## src/rtl/fault_pkg.sv

```systemverilog
package fault_pkg;
    // Error status word layout
    localparam int ERR_W = 8;
    localparam int ERR_OC_BIT = 0;
    localparam int ERR_DC_BIT = 1;
    localparam int ERR_UV_BIT = 2;
    localparam int ERR_TW_BIT = 4;
    localparam int ERR_TE_BIT = 5;
    localparam logic [7:0] ERR_RESET = 8'h00;
    // Host register locations served by the register file outside this block
    localparam logic [7:0] ERR_REG_ADDR = 8'h7C;
    localparam logic [7:0] CLEAR_REG_ADDR = 8'h2D;
    localparam int CLEAR_BIT_POS = 2;
    localparam logic [7:0] DC_EN_REG_ADDR = 8'h26;
    localparam int DC_EN_BIT_POS = 2;
    localparam logic DC_EN_RESET = 1'b1;
    // Comparator trip points (degrees C and mV), set by the analog sensors
    localparam int TE_SET_C = 150;
    localparam int TE_CLR_C = 135;
    localparam int TW_SET_C = 125;
    localparam int TW_CLR_C = 105;
    localparam int UV_LOGIC_RELEASE_MV = 4200;
    localparam int UV_LOGIC_ENGAGE_MV = 4000;
    localparam int UV_STAGE_RELEASE_MV = 4300;
    localparam int UV_STAGE_ENGAGE_MV = 4100;
    // DC band edges in thousandths of the stage supply
    localparam int DC_HIGH_PERMILLE = 630;
    localparam int DC_LOW_PERMILLE = 370;
    // Timing
    localparam int CLK_MHZ = 200;
    localparam int DC_HOLD_MS = 700;
    localparam int DC_HOLD_CYCLES = DC_HOLD_MS * 1000 * CLK_MHZ;
    localparam int OC_RETRY_NS = 1000;
    localparam int OC_RETRY_CYCLES = (OC_RETRY_NS * CLK_MHZ + 999) / 1000;
    localparam int RETRY_W = 16;
    // Over-current recovery states
    typedef enum logic [1:0] {
        ST_RUN = 2'b00,
        ST_OC_OFF = 2'b01,
        ST_RESTART = 2'b10
    } oc_state_e;
endpackage

```

## src/rtl/sync_if.sv

```systemverilog
`timescale 1ns/1ps
`default_nettype none
interface sync_if #(parameter int W = 1);
    logic [W-1:0] raw;
    logic [W-1:0] clean;
    modport sync (input raw, output clean);
    modport user (output raw, input clean);
endinterface
`default_nettype wire

```

## src/rtl/pin_sync.sv

```systemverilog
`timescale 1ns/1ps
`default_nettype none
module pin_sync #(parameter int W = 1)
(
    sync_if.sync bus,
    input wire logic clk,
    input wire logic rst,
    input wire logic ce
);
    typedef struct packed {
        logic [W-1:0] s1;
        logic [W-1:0] s2;
        logic [W-1:0] s3;
        logic [W-1:0] clean;
    } sync_s;

    sync_s r;
    sync_s n;

    if (W < 1) begin : g_chk
        $error("pin_sync needs at least one bit");
    end

    // Three stages; a level is taken once stages two and three agree
    always_comb
    begin
        n = r;
        n.s1 = bus.raw;
        n.s2 = r.s1;
        n.s3 = r.s2;
        n.clean = (r.s2 & r.s3) | (r.clean & (r.s2 | r.s3));
    end

    always_ff @(posedge clk or posedge rst)
    begin
        if (rst)
            r <= '0;
        else if (ce)
            r <= n;
    end

    assign bus.clean = r.clean;
endmodule
`default_nettype wire

```

## src/rtl/amp_fault_guard.sv

```systemverilog
// How it works
// Over-current comparators count only for switches on while the stage switches.
// Over-current latches, shuts the stage down and pulls the fault pin low.
// After an over-current pause the stage restarts with a default-config pulse.
// Thermal warning sets error bit 4, readable by the host.
// Thermal error sets error bit 5 and halts all switching.
// Thermal error sets at its high trip, releases at the lower one.
// Thermal warning sets at its high trip, clears at the lower one.
// Warning or error thermal condition pulls the fault pin low.
// Logic and analog supply lockout engages low, releases at higher level.
// Stage supply lockout engages low, releases at its higher level.
// An output outside the band for the hold time is a DC fault.
// A DC fault shuts the power stage down.
// A DC fault shows on the fault pin and in the error word.
// Toggling the clear bit or cycling enable clears the errors and restarts.
// DC protection is on after reset; clearing its enable turns it off.
// The DC timer restarts whenever the output returns inside the band.
// Fault pin is the OR of every active condition and the latched DC fault; the latched over-current bit is not on it.
`timescale 1ns/1ps
`default_nettype none
module amp_fault_guard
    import fault_pkg::*;
#(
    parameter int N_SW = 8,
    parameter int N_OUT = 4,
    parameter int DC_LIMIT = DC_HOLD_CYCLES
)
(
    input wire logic SYS_CLK,
    input wire logic SYS_RST,
    input wire logic CE,
    input wire logic [N_SW-1:0] OC_DETECT,
    input wire logic [N_SW-1:0] SW_ON,
    input wire logic TW_ABOVE_SET,
    input wire logic TW_ABOVE_CLR,
    input wire logic TE_ABOVE_SET,
    input wire logic TE_ABOVE_CLR,
    input wire logic DIG_BELOW_ENGAGE,
    input wire logic DIG_ABOVE_RELEASE,
    input wire logic ANA_BELOW_ENGAGE,
    input wire logic ANA_ABOVE_RELEASE,
    input wire logic PWR_BELOW_ENGAGE,
    input wire logic PWR_ABOVE_RELEASE,
    input wire logic [N_OUT-1:0] OUT_ABOVE_BAND,
    input wire logic [N_OUT-1:0] OUT_BELOW_BAND,
    input wire logic ENABLE_N,
    input wire logic CLEAR_BIT,
    input wire logic DC_SHUTDOWN_ENABLE,
    output logic FAULT_N,
    output logic STAGE_SHUTDOWN,
    output logic SWITCH_HALT,
    output logic RESTART_DEFAULT,
    output logic [ERR_W-1:0] ERR_STATUS
);
    localparam int SW = N_SW + 2 * N_OUT + 11;
    localparam int CW = $clog2(DC_LIMIT + 1);
    localparam logic [CW-1:0] DC_END = CW'(DC_LIMIT);
    localparam logic [RETRY_W-1:0] RETRY_END = RETRY_W'(OC_RETRY_CYCLES - 1);

    if (N_SW < 1 || N_OUT < 1 || DC_LIMIT < 1 || N_SW > 64)
    begin : g_chk
        $error("amp_fault_guard parameters out of range");
    end

    typedef struct packed {
        oc_state_e st;
        logic [RETRY_W-1:0] retry;
        logic [N_OUT-1:0][CW-1:0] dc_cnt;
        logic dc_fault;
        logic tw;
        logic te;
        logic [2:0] uv;
        logic oc_seen;
        logic clr_q;
        logic fault_n;
        logic shutdown;
        logic halt;
        logic restart;
        logic [ERR_W-1:0] err;
    } guard_s;

    guard_s r;
    guard_s n;

    sync_if #(.W(SW)) pins();

    // Every analog comparator and the enable pin enter through the synchroniser
    assign pins.raw = {ENABLE_N, OUT_BELOW_BAND, OUT_ABOVE_BAND,
                       PWR_ABOVE_RELEASE, PWR_BELOW_ENGAGE,
                       ANA_ABOVE_RELEASE, ANA_BELOW_ENGAGE,
                       DIG_ABOVE_RELEASE, DIG_BELOW_ENGAGE,
                       TE_ABOVE_CLR, TE_ABOVE_SET,
                       TW_ABOVE_CLR, TW_ABOVE_SET, OC_DETECT};

    pin_sync #(.W(SW)) u_sync (
        .bus(pins.sync),
        .clk(SYS_CLK),
        .rst(SYS_RST),
        .ce(CE)
    );

    logic [N_SW-1:0] oc_s;
    logic tw_set, tw_hold, te_set, te_hold;
    logic [2:0] uv_engage, uv_release;
    logic [N_OUT-1:0] dc_hi, dc_lo, dc_out, dc_hit;
    logic en_n;
    logic oc_hit, clr_evt, clear, uv_any;

    assign oc_s = pins.clean[N_SW-1:0];
    assign tw_set = pins.clean[N_SW];
    assign tw_hold = pins.clean[N_SW+1];
    assign te_set = pins.clean[N_SW+2];
    assign te_hold = pins.clean[N_SW+3];
    assign uv_engage = {pins.clean[N_SW+8], pins.clean[N_SW+6],
                        pins.clean[N_SW+4]};
    assign uv_release = {pins.clean[N_SW+9], pins.clean[N_SW+7],
                         pins.clean[N_SW+5]};
    assign dc_hi = pins.clean[N_SW+10 +: N_OUT];
    assign dc_lo = pins.clean[N_SW+10+N_OUT +: N_OUT];
    assign en_n = pins.clean[SW-1];
    assign dc_out = dc_hi | dc_lo;

    // Event terms shared by the next-state logic and the checks
    always_comb
    begin
        oc_hit = (r.st == ST_RUN) && !r.shutdown && !r.halt
                 && |(oc_s & SW_ON);
        clr_evt = CLEAR_BIT != r.clr_q;
        clear = clr_evt | en_n;
        uv_any = |r.uv;
        for (int i = 0; i < N_OUT; i++)
            dc_hit[i] = r.dc_cnt[i] == DC_END;
    end

    // Next state of the whole guard
    always_comb
    begin
        n = r;
        n.restart = 1'b0;
        n.clr_q = CLEAR_BIT;
        // Hysteresis: thermal sets high, holds until the low trip drops; lockout engages low, holds until release rises
        n.tw = tw_set | (r.tw & tw_hold);
        n.te = te_set | (r.te & te_hold);
        for (int k = 0; k < 3; k++)
            n.uv[k] = uv_engage[k] | (r.uv[k] & !uv_release[k]);
        // Persistence timers, zeroed on any return inside the band
        for (int i = 0; i < N_OUT; i++)
        begin
            if (!DC_SHUTDOWN_ENABLE || !dc_out[i] || en_n)
                n.dc_cnt[i] = '0;
            else if (!dc_hit[i])
                n.dc_cnt[i] = r.dc_cnt[i] + 1'b1;
        end
        // Latched faults; a new event wins over a clear
        n.dc_fault = |dc_hit | (r.dc_fault & !clear);
        n.oc_seen = oc_hit | (r.oc_seen & !clear);
        // Over-current shutdown and automatic retry
        case (r.st)
            ST_RUN:
            begin
                n.retry = '0;
                if (oc_hit)
                    n.st = ST_OC_OFF;
            end
            ST_OC_OFF:
            begin
                n.retry = r.retry + 1'b1;
                if (r.retry == RETRY_END)
                    n.st = ST_RESTART;
            end
            ST_RESTART:
            begin
                n.restart = 1'b1;
                n.st = ST_RUN;
            end
            default:
                n.st = ST_RUN;
        endcase
        // Output flops
        n.shutdown = (n.st != ST_RUN) | n.dc_fault | (|n.uv) | en_n;
        n.halt = n.te;
        n.fault_n = !((n.st != ST_RUN) | n.dc_fault | n.tw | n.te
                      | (|n.uv));
        // Error word, registered on the same edge as its causes
        n.err = ERR_RESET;
        n.err[ERR_OC_BIT] = n.oc_seen;
        n.err[ERR_DC_BIT] = n.dc_fault;
        n.err[ERR_UV_BIT] = |n.uv;
        n.err[ERR_TW_BIT] = n.tw;
        n.err[ERR_TE_BIT] = n.te;
    end

    always_ff @(posedge SYS_CLK or posedge SYS_RST)
    begin
        if (SYS_RST)
        begin
            r <= '0;
            r.st <= ST_RUN;
            r.fault_n <= 1'b1;
            r.err <= ERR_RESET;
        end
        else if (CE)
            r <= n;
    end

    // Every output is a register bit of the state
    assign ERR_STATUS = r.err;
    assign FAULT_N = r.fault_n;
    assign STAGE_SHUTDOWN = r.shutdown;
    assign SWITCH_HALT = r.halt;
    assign RESTART_DEFAULT = r.restart;
endmodule
`default_nettype wire

```

## config.mk

```make
export PLATFORM = sky130hd
export DESIGN_NAME = amp_fault_guard
export DESIGN_NICKNAME = d
export VERILOG_FILES = /design/src/rtl/fault_pkg.sv /design/src/rtl/sync_if.sv /design/src/rtl/pin_sync.sv /design/src/rtl/amp_fault_guard.sv
export SDC_FILE = /design/constraint.sdc
export NUM_CORES = 1
export LEC_CHECK = 0
export ABC_AREA = 1
export BUFFER_PORTS_ARGS = -buffer_cell sky130_fd_sc_hd__buf_2
export CAP_MARGIN = 10
export CORE_MARGIN = 2
export CORE_UTILIZATION = 63
export CTS_CLUSTER_DIAMETER = 100
export DETAILED_ROUTE_END_ITERATION = 16
export PLACE_DENSITY = 0.81
export SYNTH_ARGS = -nofsm -noshare
export SYNTH_HDL_FRONTEND = slang
export SYNTH_SLANG_ARGS = --single-unit
export TNS_END_PERCENT = 5
```

## constraint.sdc

```tcl
create_clock -name SYS_CLK -period 13.9 [get_ports SYS_CLK]
set_clock_uncertainty 0.15 [all_clocks]
set_input_delay 2.78 -clock SYS_CLK [delete_from_list [all_inputs] [get_ports SYS_CLK]]
set_output_delay 2.78 -clock SYS_CLK [all_outputs]
set_load 0.01 [all_outputs]
```

* Word level (Yosys, flattened, before mapping)
Cells that the tools add are included.
** Storage, ports and cells
- Flip-flop bits (word level) :: 254
- Bits in latches :: 0
- RAM bits :: 0
- Bits in read-only memories :: 0
- Bits of input ports :: 40
- Output and inout bits :: 12
- Word-level logic and storage cells :: 111
- Memories kept :: 0
** Cells by class
- Add/sub/neg operators :: 5
- Multipliers :: 0
- Divide/modulo/power cells :: 0
- $lt $le $gt $ge :: 0
- Equal/unequal tests :: 12
- Shift-type cells :: 0
- Muxes and demuxes :: 13
- Bitwise logic cells :: 27
- Reductions and logical operators :: 34
** Operators with widths (number)
- $mux 28 :: 8
- $add 28x1->28 const B :: 4
- $eq 28x28->1 const B :: 4
- $and 27x27->27 :: 2
- $or 27x27->27 :: 2
- $pmux 16 s2 :: 1
- $add 16x1->16 const B :: 1
- $eq 16x8->1 const B :: 1
- $or 1x1->1 :: 14
- $logic_not 1->1 :: 12
- $reduce_and 2->1 :: 5
- $and 8x8->8 :: 1
- $logic_or 1x1->1 :: 8
- $ne 2x1->1 const B :: 4
- $reduce_or 8->1 :: 1
- $and 1x1->1 :: 7
- $mux 2 :: 2
- $or 4x4->4 :: 1
- $pmux 2 s2 :: 1
- $reduce_bool 2->1 :: 2
- $reduce_or 4->1 :: 1
- $logic_and 1x1->1 :: 3
- $reduce_or 3->1 :: 1
- $eq 2x1->1 const B :: 1
- 4 further kinds :: 4

* Longest topological paths before layout
Gate-level depths: netlist (run 1).
- Depth in word-level cells :: 12
- Mapped depth :: 12
- Depth with buffers taken out :: 12

* Cells and area by module
Synthesis (run 1) repeated with hierarchy kept, for this count alone.
** Second synthesis, totals
- Cells, all modules :: 2036
- Area, all modules :: 14303.7 um^2
** By module, submodules not included
- amp_fault_guard :: times used 1, cells an instance 1452, area each 9512.9 um^2, seq. area each 3554.7 um^2
- pin_sync :: times used 1, cells an instance 584, area each 4790.8 um^2, seq. area each 2702.6 um^2

* Worst setup path after synthesis (run 1)
OpenSTA, ideal clock, no wires.
- Path type :: input port to flip-flop
- From :: input port CE
- To :: register r[146] (netlist bit)
- Setup time :: 71 ps
- Arrival :: 3776 ps
- Required time :: 13679 ps
- Slack :: 9903 ps
- Stages on the path :: 9
- Path buffers :: 1
- Path through :: buf_2 > nand2_1 > nor3_1 > nand3_1 > nor2_1 > nand2_1 > o21bai_1 > nand2_1 > nor2_1
** On the way
- Longest elaborated chain between the ends :: 1
** RTL lines
- start: declaration :: line amp_fault_guard.sv:31 : input wire logic CE,
- $reduce_and 2->1 (no line)
- end signal: assignment :: line amp_fault_guard.sv:203 : r <= n;
- end: declaration :: line amp_fault_guard.sv:82 : guard_s r;
Every way passes these cells.
A chain may end at the register's enable or synchronous reset.

* Final worst setup path (run 1)
- From :: input port CE
- To :: register r[120] (netlist bit)
Same word-level chain as after synthesis.

==> flow_summary_export.csv, run 1 <==
group,metric,value,unit
logic_synthesis,synth_mux_area_share,0,%
sta,setup_tns,0,ns
logic_synthesis,synth_area,13760,um^2
cts,cts_resized,0,
die,dieArea,23040,um^2
cts,clockRootBuffer,"clkbuf_16",
route,drt-initial-drc-count,830,
route,drtAntennaViolNets,0,
logic_synthesis,yosys_most_used_dff,"dfrtp_1",
critical_path,reg2reg_from,"r[104]",
cts,hold_buffers,0,
logic_synthesis,yosysTopAreaCellShare,45.29,%
sta,timing.hold.ws,0.3230,ns
logic_synthesis,yosys.area.top_type,"dfrtp_1",
logic_synthesis,async_flop_share,100.0,%
critical_path,startpoint,"CE",
critical_path,rr_endpoint,"r[120]",
cts,cts_buffers,26,
critical_path,crit_type,"primary input to flop",
sta,finalHoldViolCount,0,
route,dr.pass1.iters,5,
critical_path,cp.required,14.19,ns
global_routing,grt_pass1_wl,52800,um
sta,timing.final.crit_share,35.07,%
pwr,p_leak,7.076,nW
logic_synthesis,ys_seq_area_share,45.48,%
sta,finalCriticalPeriod,4.875,ns
placed_design,hpwl,21560,um
placed_design,io_buffer_count,48,
logic_synthesis,synth_warnings,0,
die,coreArea,21620,um^2
global_routing,first_global_vias,11390,
route,viasPerCell,5.450,
pwr,ir_worst_vdd,0.1191,mV
cts,tritoncts,"done",
cts,cts.htree.levels,1,
final_layout,diodes,0,
route,num_vias,12250,
sta,tightest_slew,1.050,ns
cts,cts.sinks,250,
critical_path,path_max_fanout,107,
route,wirelength,31160,um
die,die_w,151.8,um
cts,path_clk_slew,0.06,ns
cts,post_cts_buffers,0,
critical_path,start_kind,"primary input",
global_routing,grt_max_degree,113,
die,fp.dieH,151.8,um
logic_synthesis,synthTopCellsByArea,"dfrtp_1 (45%), nand2_1 (19%), nor2_1 (6.2%), nand3_1 (6.2%), inv_1 (4.9%)",
hold_path,hold_path.class,"flop to flop",
final_layout,fin_nets,1997,
sta,setup_viol,0,
pwr,total_power,0.001695,W
critical_path,end_kind,"flop",
die,start_util,63.63,%
final_layout,regArea,6257,um^2
logic_synthesis,avgSynthCellArea,7.140,um^2
run,maxCapViolCount,0,
logic_synthesis,synthSimpleGateAreaFrac,35.19,%
critical_path,r2r_slack,10.65,ns
placed_design,place.gp.congestion,0.9660,
logic_synthesis,synth_top_family_by_area,"simple AND/OR/NAND/NOR gates",
hold_path,min_from,"u_sync.n[78]",
critical_path,reg2reg_depth,11,
final_layout,fillers,1799,
sta,rsz0062_at_grt,"false",
die,row_count,54,
global_routing,antenna_found_initial,0,
final_layout,areaGrowthSynthToFinish,8.494,%
pwr,power_density,113.6,nW/um^2
logic_synthesis,synth_compound_area_share,7.521,%
sta,max_clock_freq,205.1,MHz
global_routing,overflow,0,
logic_synthesis,yosys.area_share.xor_xnor,3.183,%
cts,clock_latency,0.54,ns
logic_synthesis,ys_seq_elements,250,
cts,cts_buffer_depth,3,
route,route.detailed.drc,0,
logic_synthesis,synth_fa_ha_area_share,0.8185,%
critical_path,worstPathArrival,5.16,ns
final_layout,drive_above_1_share,7.114,%
run_status,status,"finished, final reports clean",
logic_synthesis,ys_types,46,
critical_path,crit_path_end,"r[120]",
logic_synthesis,synth_cells,1927,
sta,maxSlewViolCount,0,
final_layout,multiInputGateArea,6439,um^2
die,num_io_pins,52,
logic_synthesis,synth-edff-count,0,
global_routing,grtUsageTotal,27.81,%
sta,maxSlewHeadroom,30.00,%
route,routedWlPerCell,13.86,um
## cells in the final DEF, fill, tap and decap left out, types with 5 or more instances in the layout
master,Yosys,final
ha_1,9,9
inv_2,11,11
nand3_1,170,170
nor3_1,45,45
buf_4,14,5
xnor2_1,13,13
a21oi_1,11,11
buf_2,15,47
dfrtp_1,249,249
nand4_1,28,28
o21ai_2,15,15
xor2_1,37,37
clkbuf_16,0,26
o21ai_1,28,28
nor2_1,228,228
clkinv_2,0,7
o21ai_0,110,110
clkbuf_8,0,6
nand2_1,697,697
inv_1,178,176
## how the worst min path moves through the flow
stage	slack (ns)	cells after the start	to
after CTS	0.32	2	u_sync.n[78]
after floorplan	0.29	2	u_sync.n[27]
after global placement	0.30	2	u_sync.n[33]
final	0.32	2	u_sync.n[78]
after detailed placement	0.31	2	u_sync.n[67]
after global routing	0.34	2	u_sync.n[31]
## sequential cells by signal, indices dropped and copies added, names as in the netlist
name and count:
FAULT_N 1, u_sync.n 54, RESTART_DEFAULT 1, SWITCH_HALT 1, u_sync.r 27, ERR_STATUS 4, STAGE_SHUTDOWN 1, u_sync.bus.clean 27
r 134
## critical path, stage by stage
cell,delay (ns)
buf_4,0.10
buf_4,0.76
o21ai_2,0.56
inv_2,0.60
nand3_1,0.20
o21ai_2,0.10
## metal layers
| metal | track usage, % | routed length [um] | vias to the layer above |
|---|---|---|---|
| met4 | 8.241 | 807 | 0 |
| li1 | - | - | 6142 |
| met3 | 3.353 | 1465 | 70 |
| met1 | 38.77 | 14110 | 5716 |
| met5 | 0 | 0 | - |
| met2 | 46.01 | 14780 | 324 |
## metrics by stage
step / utilization [%] / instance area (um^2) / instances / worst slack [ns]
after CTS: 69.04 / 14930 / 2248 / 9.072
after global routing: 69.04 / 14930 / 2248 / 8.786
final: 69.04 / 14930 / 2248 / 9.025
after global placement: 64.96 / 14040 / 2200 / 8.611
after floorplan: - / 13770 / 1929 / 4.100
after detailed placement: 64.96 / 14040 / 2200 / 8.539
## report_power, final
group	switching (W)	leakage [nW]	internal [W]	total (W)
registers	0.0000397	3.33	0.000780	0.000820
logic	0.000117	3.32	0.0000482	0.000165
clock network	0.000295	0.430	0.000414	0.000710
## synth_stat cells (2+ instances only)
cell type / n
clkbuf_1: 20
nor3_2: 2
inv_2: 11
dfrtp_1: 249
clkinv_1: 2
buf_6: 7
nor2_1: 228
nand3_1: 170
o21ai_4: 2
o21ai_0: 110
nor4_1: 2
buf_2: 15
a21oi_1: 11
nand2_1: 697
a31oi_1: 2
ha_1: 9
xor2_1: 37
o21a_1: 2
o21ai_2: 15
nor3b_1: 3
o21ai_1: 28
buf_4: 14
nor2_2: 2
nor3_1: 45
xnor2_1: 13
nand4_1: 28
a21oi_2: 2
inv_1: 178
buf_1: 5
nand2_2: 2
## final cells by class
| class | instances | share of cell area [%] |
|---|---|---|
| Clock inverter | 13 | 0.9220 |
| Sequential cell | 250 | 41.92 |
| Clock buffer | 35 | 4.987 |
| Inverter | 191 | 4.862 |
| Timing Repair Buffer | 52 | 1.827 |
| Tap cell | 280 | 2.347 |
| Multi-Input combinational cell | 1427 | 43.14 |
## cell families after synthesis
logic type / Yosys count
adders and majority gates: 9
and+or+nand+nor: 1183
xor gates and xnor gates: 50
other: 1
buffers and inverters: 252
DFF: 250
AOI/OAI and AO/OA: 182
Note: power is estimated with default switching activity, not from simulation.
==> run 2: changes to the inputs <==
- clock period: 13.9 -> 5.1 ns (I/O delays scaled with it)
==> flow_summary_export.csv, run 2 (synthesized netlist as in run 1, its figures left out) <==
group,metric,value,unit
final_layout,areaGrowthSynthToFinish,8.830,%
route,wl_met2,14880,um
placed_design,dp_slack,1.647,ns
placed_design,place.gp.congestion,0.9564,
route,routed.top_layer,"met4",
die,start_util,63.63,%
cts,cts_buffers,26,
sta,timing.final.crit_share,57.31,%
die,dieArea,23040,um^2
final_layout,final_cells,2249,
sta,finalHoldViolCount,0,
critical_path,start_kind,"primary input",
critical_path,cp.required,5.36,ns
cts,cts.sinks,250,
critical_path,slowest_delay,0.77,ns
hold_path,min_from,"u_sync.n[74]",
cts,cts_resized,0,
route,routedWlPerCell,14.04,um
placed_design,io_buffer_count,48,
cts,post_cts_buffers,0,
cts,path_clk_slew,0.06,ns
route,num_vias,12230,
critical_path,reg2reg_from,"r[76]",
global_routing,grt_max_degree,134,
critical_path,cp_num_buf_inv,4,
critical_path,crit_slowest_cell,"a21oi_2",
route,viasPerCell,5.438,
run,maxCapViolCount,0,
sta,tightest_slew,1.019,ns
sta,maxSlewHeadroom,32.05,%
route,dr.pass1.iters,6,
sta,final.setup.worst_slack,2.177,ns
global_routing,overflow,0,
critical_path,startpoint,"DC_SHUTDOWN_ENABLE",
cts,clock_latency,0.55,ns
route,drtAntennaViolNets,0,
route,wl_met3,1648,um
critical_path,worstPathArrival,3.19,ns
route,route.detailed.drc,0,
die,coreArea,21620,um^2
global_routing,first_global_vias,11300,
final_layout,top_register,"r",
sta,finalCriticalPeriod,2.923,ns
run_status,status,"finished, final reports clean",
die,die_w,151.8,um
die,num_io_pins,52,
route,wirelength,31570,um
placed_design,dp_cells,2202,
final_layout,drive_above_1_share,7.059,%
critical_path,path_common_cell,"inv_2",
die,row_count,54,
pwr,ir_worst_vdd,0.3019,mV
final_layout,diodes,0,
die,fp.dieH,151.8,um
critical_path,crit_type,"primary input to flop",
final_layout,largest_reg_flops,134,
sta,maxSlewViolCount,0,
final_layout,final_common_cell,"nand2_1",
sta,setup_viol,0,
final_layout,fin_nets,1999,
cts,tritoncts,"done",
global_routing,grtUsageTotal,28.05,%
route,drt-initial-drc-count,952,
route,met1_length,14200,um
hold_path,hold_path.class,"flop to flop",
critical_path,path_max_fanout,33,
cts,hold_buffers,0,
sta,max_clock_freq,342.1,MHz
critical_path,end_kind,"flop",
cts,cts.htree.levels,1,
cts,cts_buffer_depth,3,
pwr,p_leak,7.089,nW
final_layout,final_cell_mix,"nand2_1 (697), dfrtp_1 (249), nor2_1 (228), inv_1 (176), nand3_1 (170)",
critical_path,cp_top_family,"compound AO/OA/AOI/OAI gates",
sta,rsz0062_at_grt,"false",
critical_path,cp_cell_sequence,"buf_2, nand2_1, inv_2, o21ai_4, inv_2, a21oi_2, inv_2, nand2_1, o21ai_0",
global_routing,antenna_found_initial,0,
pwr,power_density,310.4,nW/um^2
cts,clockRootBuffer,"clkbuf_16",
global_routing,grt_pass1_wl,53060,um
sta,setup_tns,0,ns
placed_design,hpwl,21560,um
[run 2: worst min-delay path: cells and delay by family (launching register included)]
family	cells	cell delay [ns]
DFF	1	0.34
and+or+nand+nor	2	0.10
[run 2: layout make-up]
cell class	instances	area, um^2
clock buffer	34	710.7
inverter	191	721.9
sequential	250	6257
tap	280	350.3
multi-input combinational	1427	6439
clock inverter	13	181.4
fill	1792	6648
timing repair buffer	54	312.8
[run 2: worst paths after layout]
path / slack, ns / cells after the start / endpoint
setup / recovery: 2.18 / 9 / r[101]
hold / removal: 0.32 / 2 / u_sync.n[74]
setup reg to reg: 2.30 / 10 / r[101]
hold reg to reg: 0.32 / 2 / u_sync.n[74]
max in group asynchronous: 3.25 / 3 / r[43]
min in group asynchronous: 0.41 / 2 / u_sync.n[70]
[run 2: metrics by stage]
stage / hold slack [ns] / util [%] / instance area [um^2] / power (W)
after global placement: 0.3035 / 65.13 / 14080 / 0.002692
after global routing: 0.3373 / 69.25 / 14970 / 0.004857
after CTS: 0.3244 / 69.25 / 14970 / 0.004686
final: 0.3216 / 69.25 / 14970 / 0.004648
after floorplan: 0.2922 / - / 13770 / 0.002592
after detailed placement: 0.3085 / 65.13 / 14080 / 0.002721
[run 2: metal layers]
layer | global-route usage, % | vias up
met2 | 45.45 | 355
met5 | 0 | -
met1 | 39.39 | 5672
met3 | 3.802 | 64
li1 | - | 6138
met4 | 9.028 | 0
[run 2: where the power goes]
part	switching, W	total, W	internal [W]
sequential	0.000111	0.00224	0.00213
combinational	0.000320	0.000454	0.000134
clock	0.000812	0.00196	0.00114
total	0.00124	0.00465	0.00341
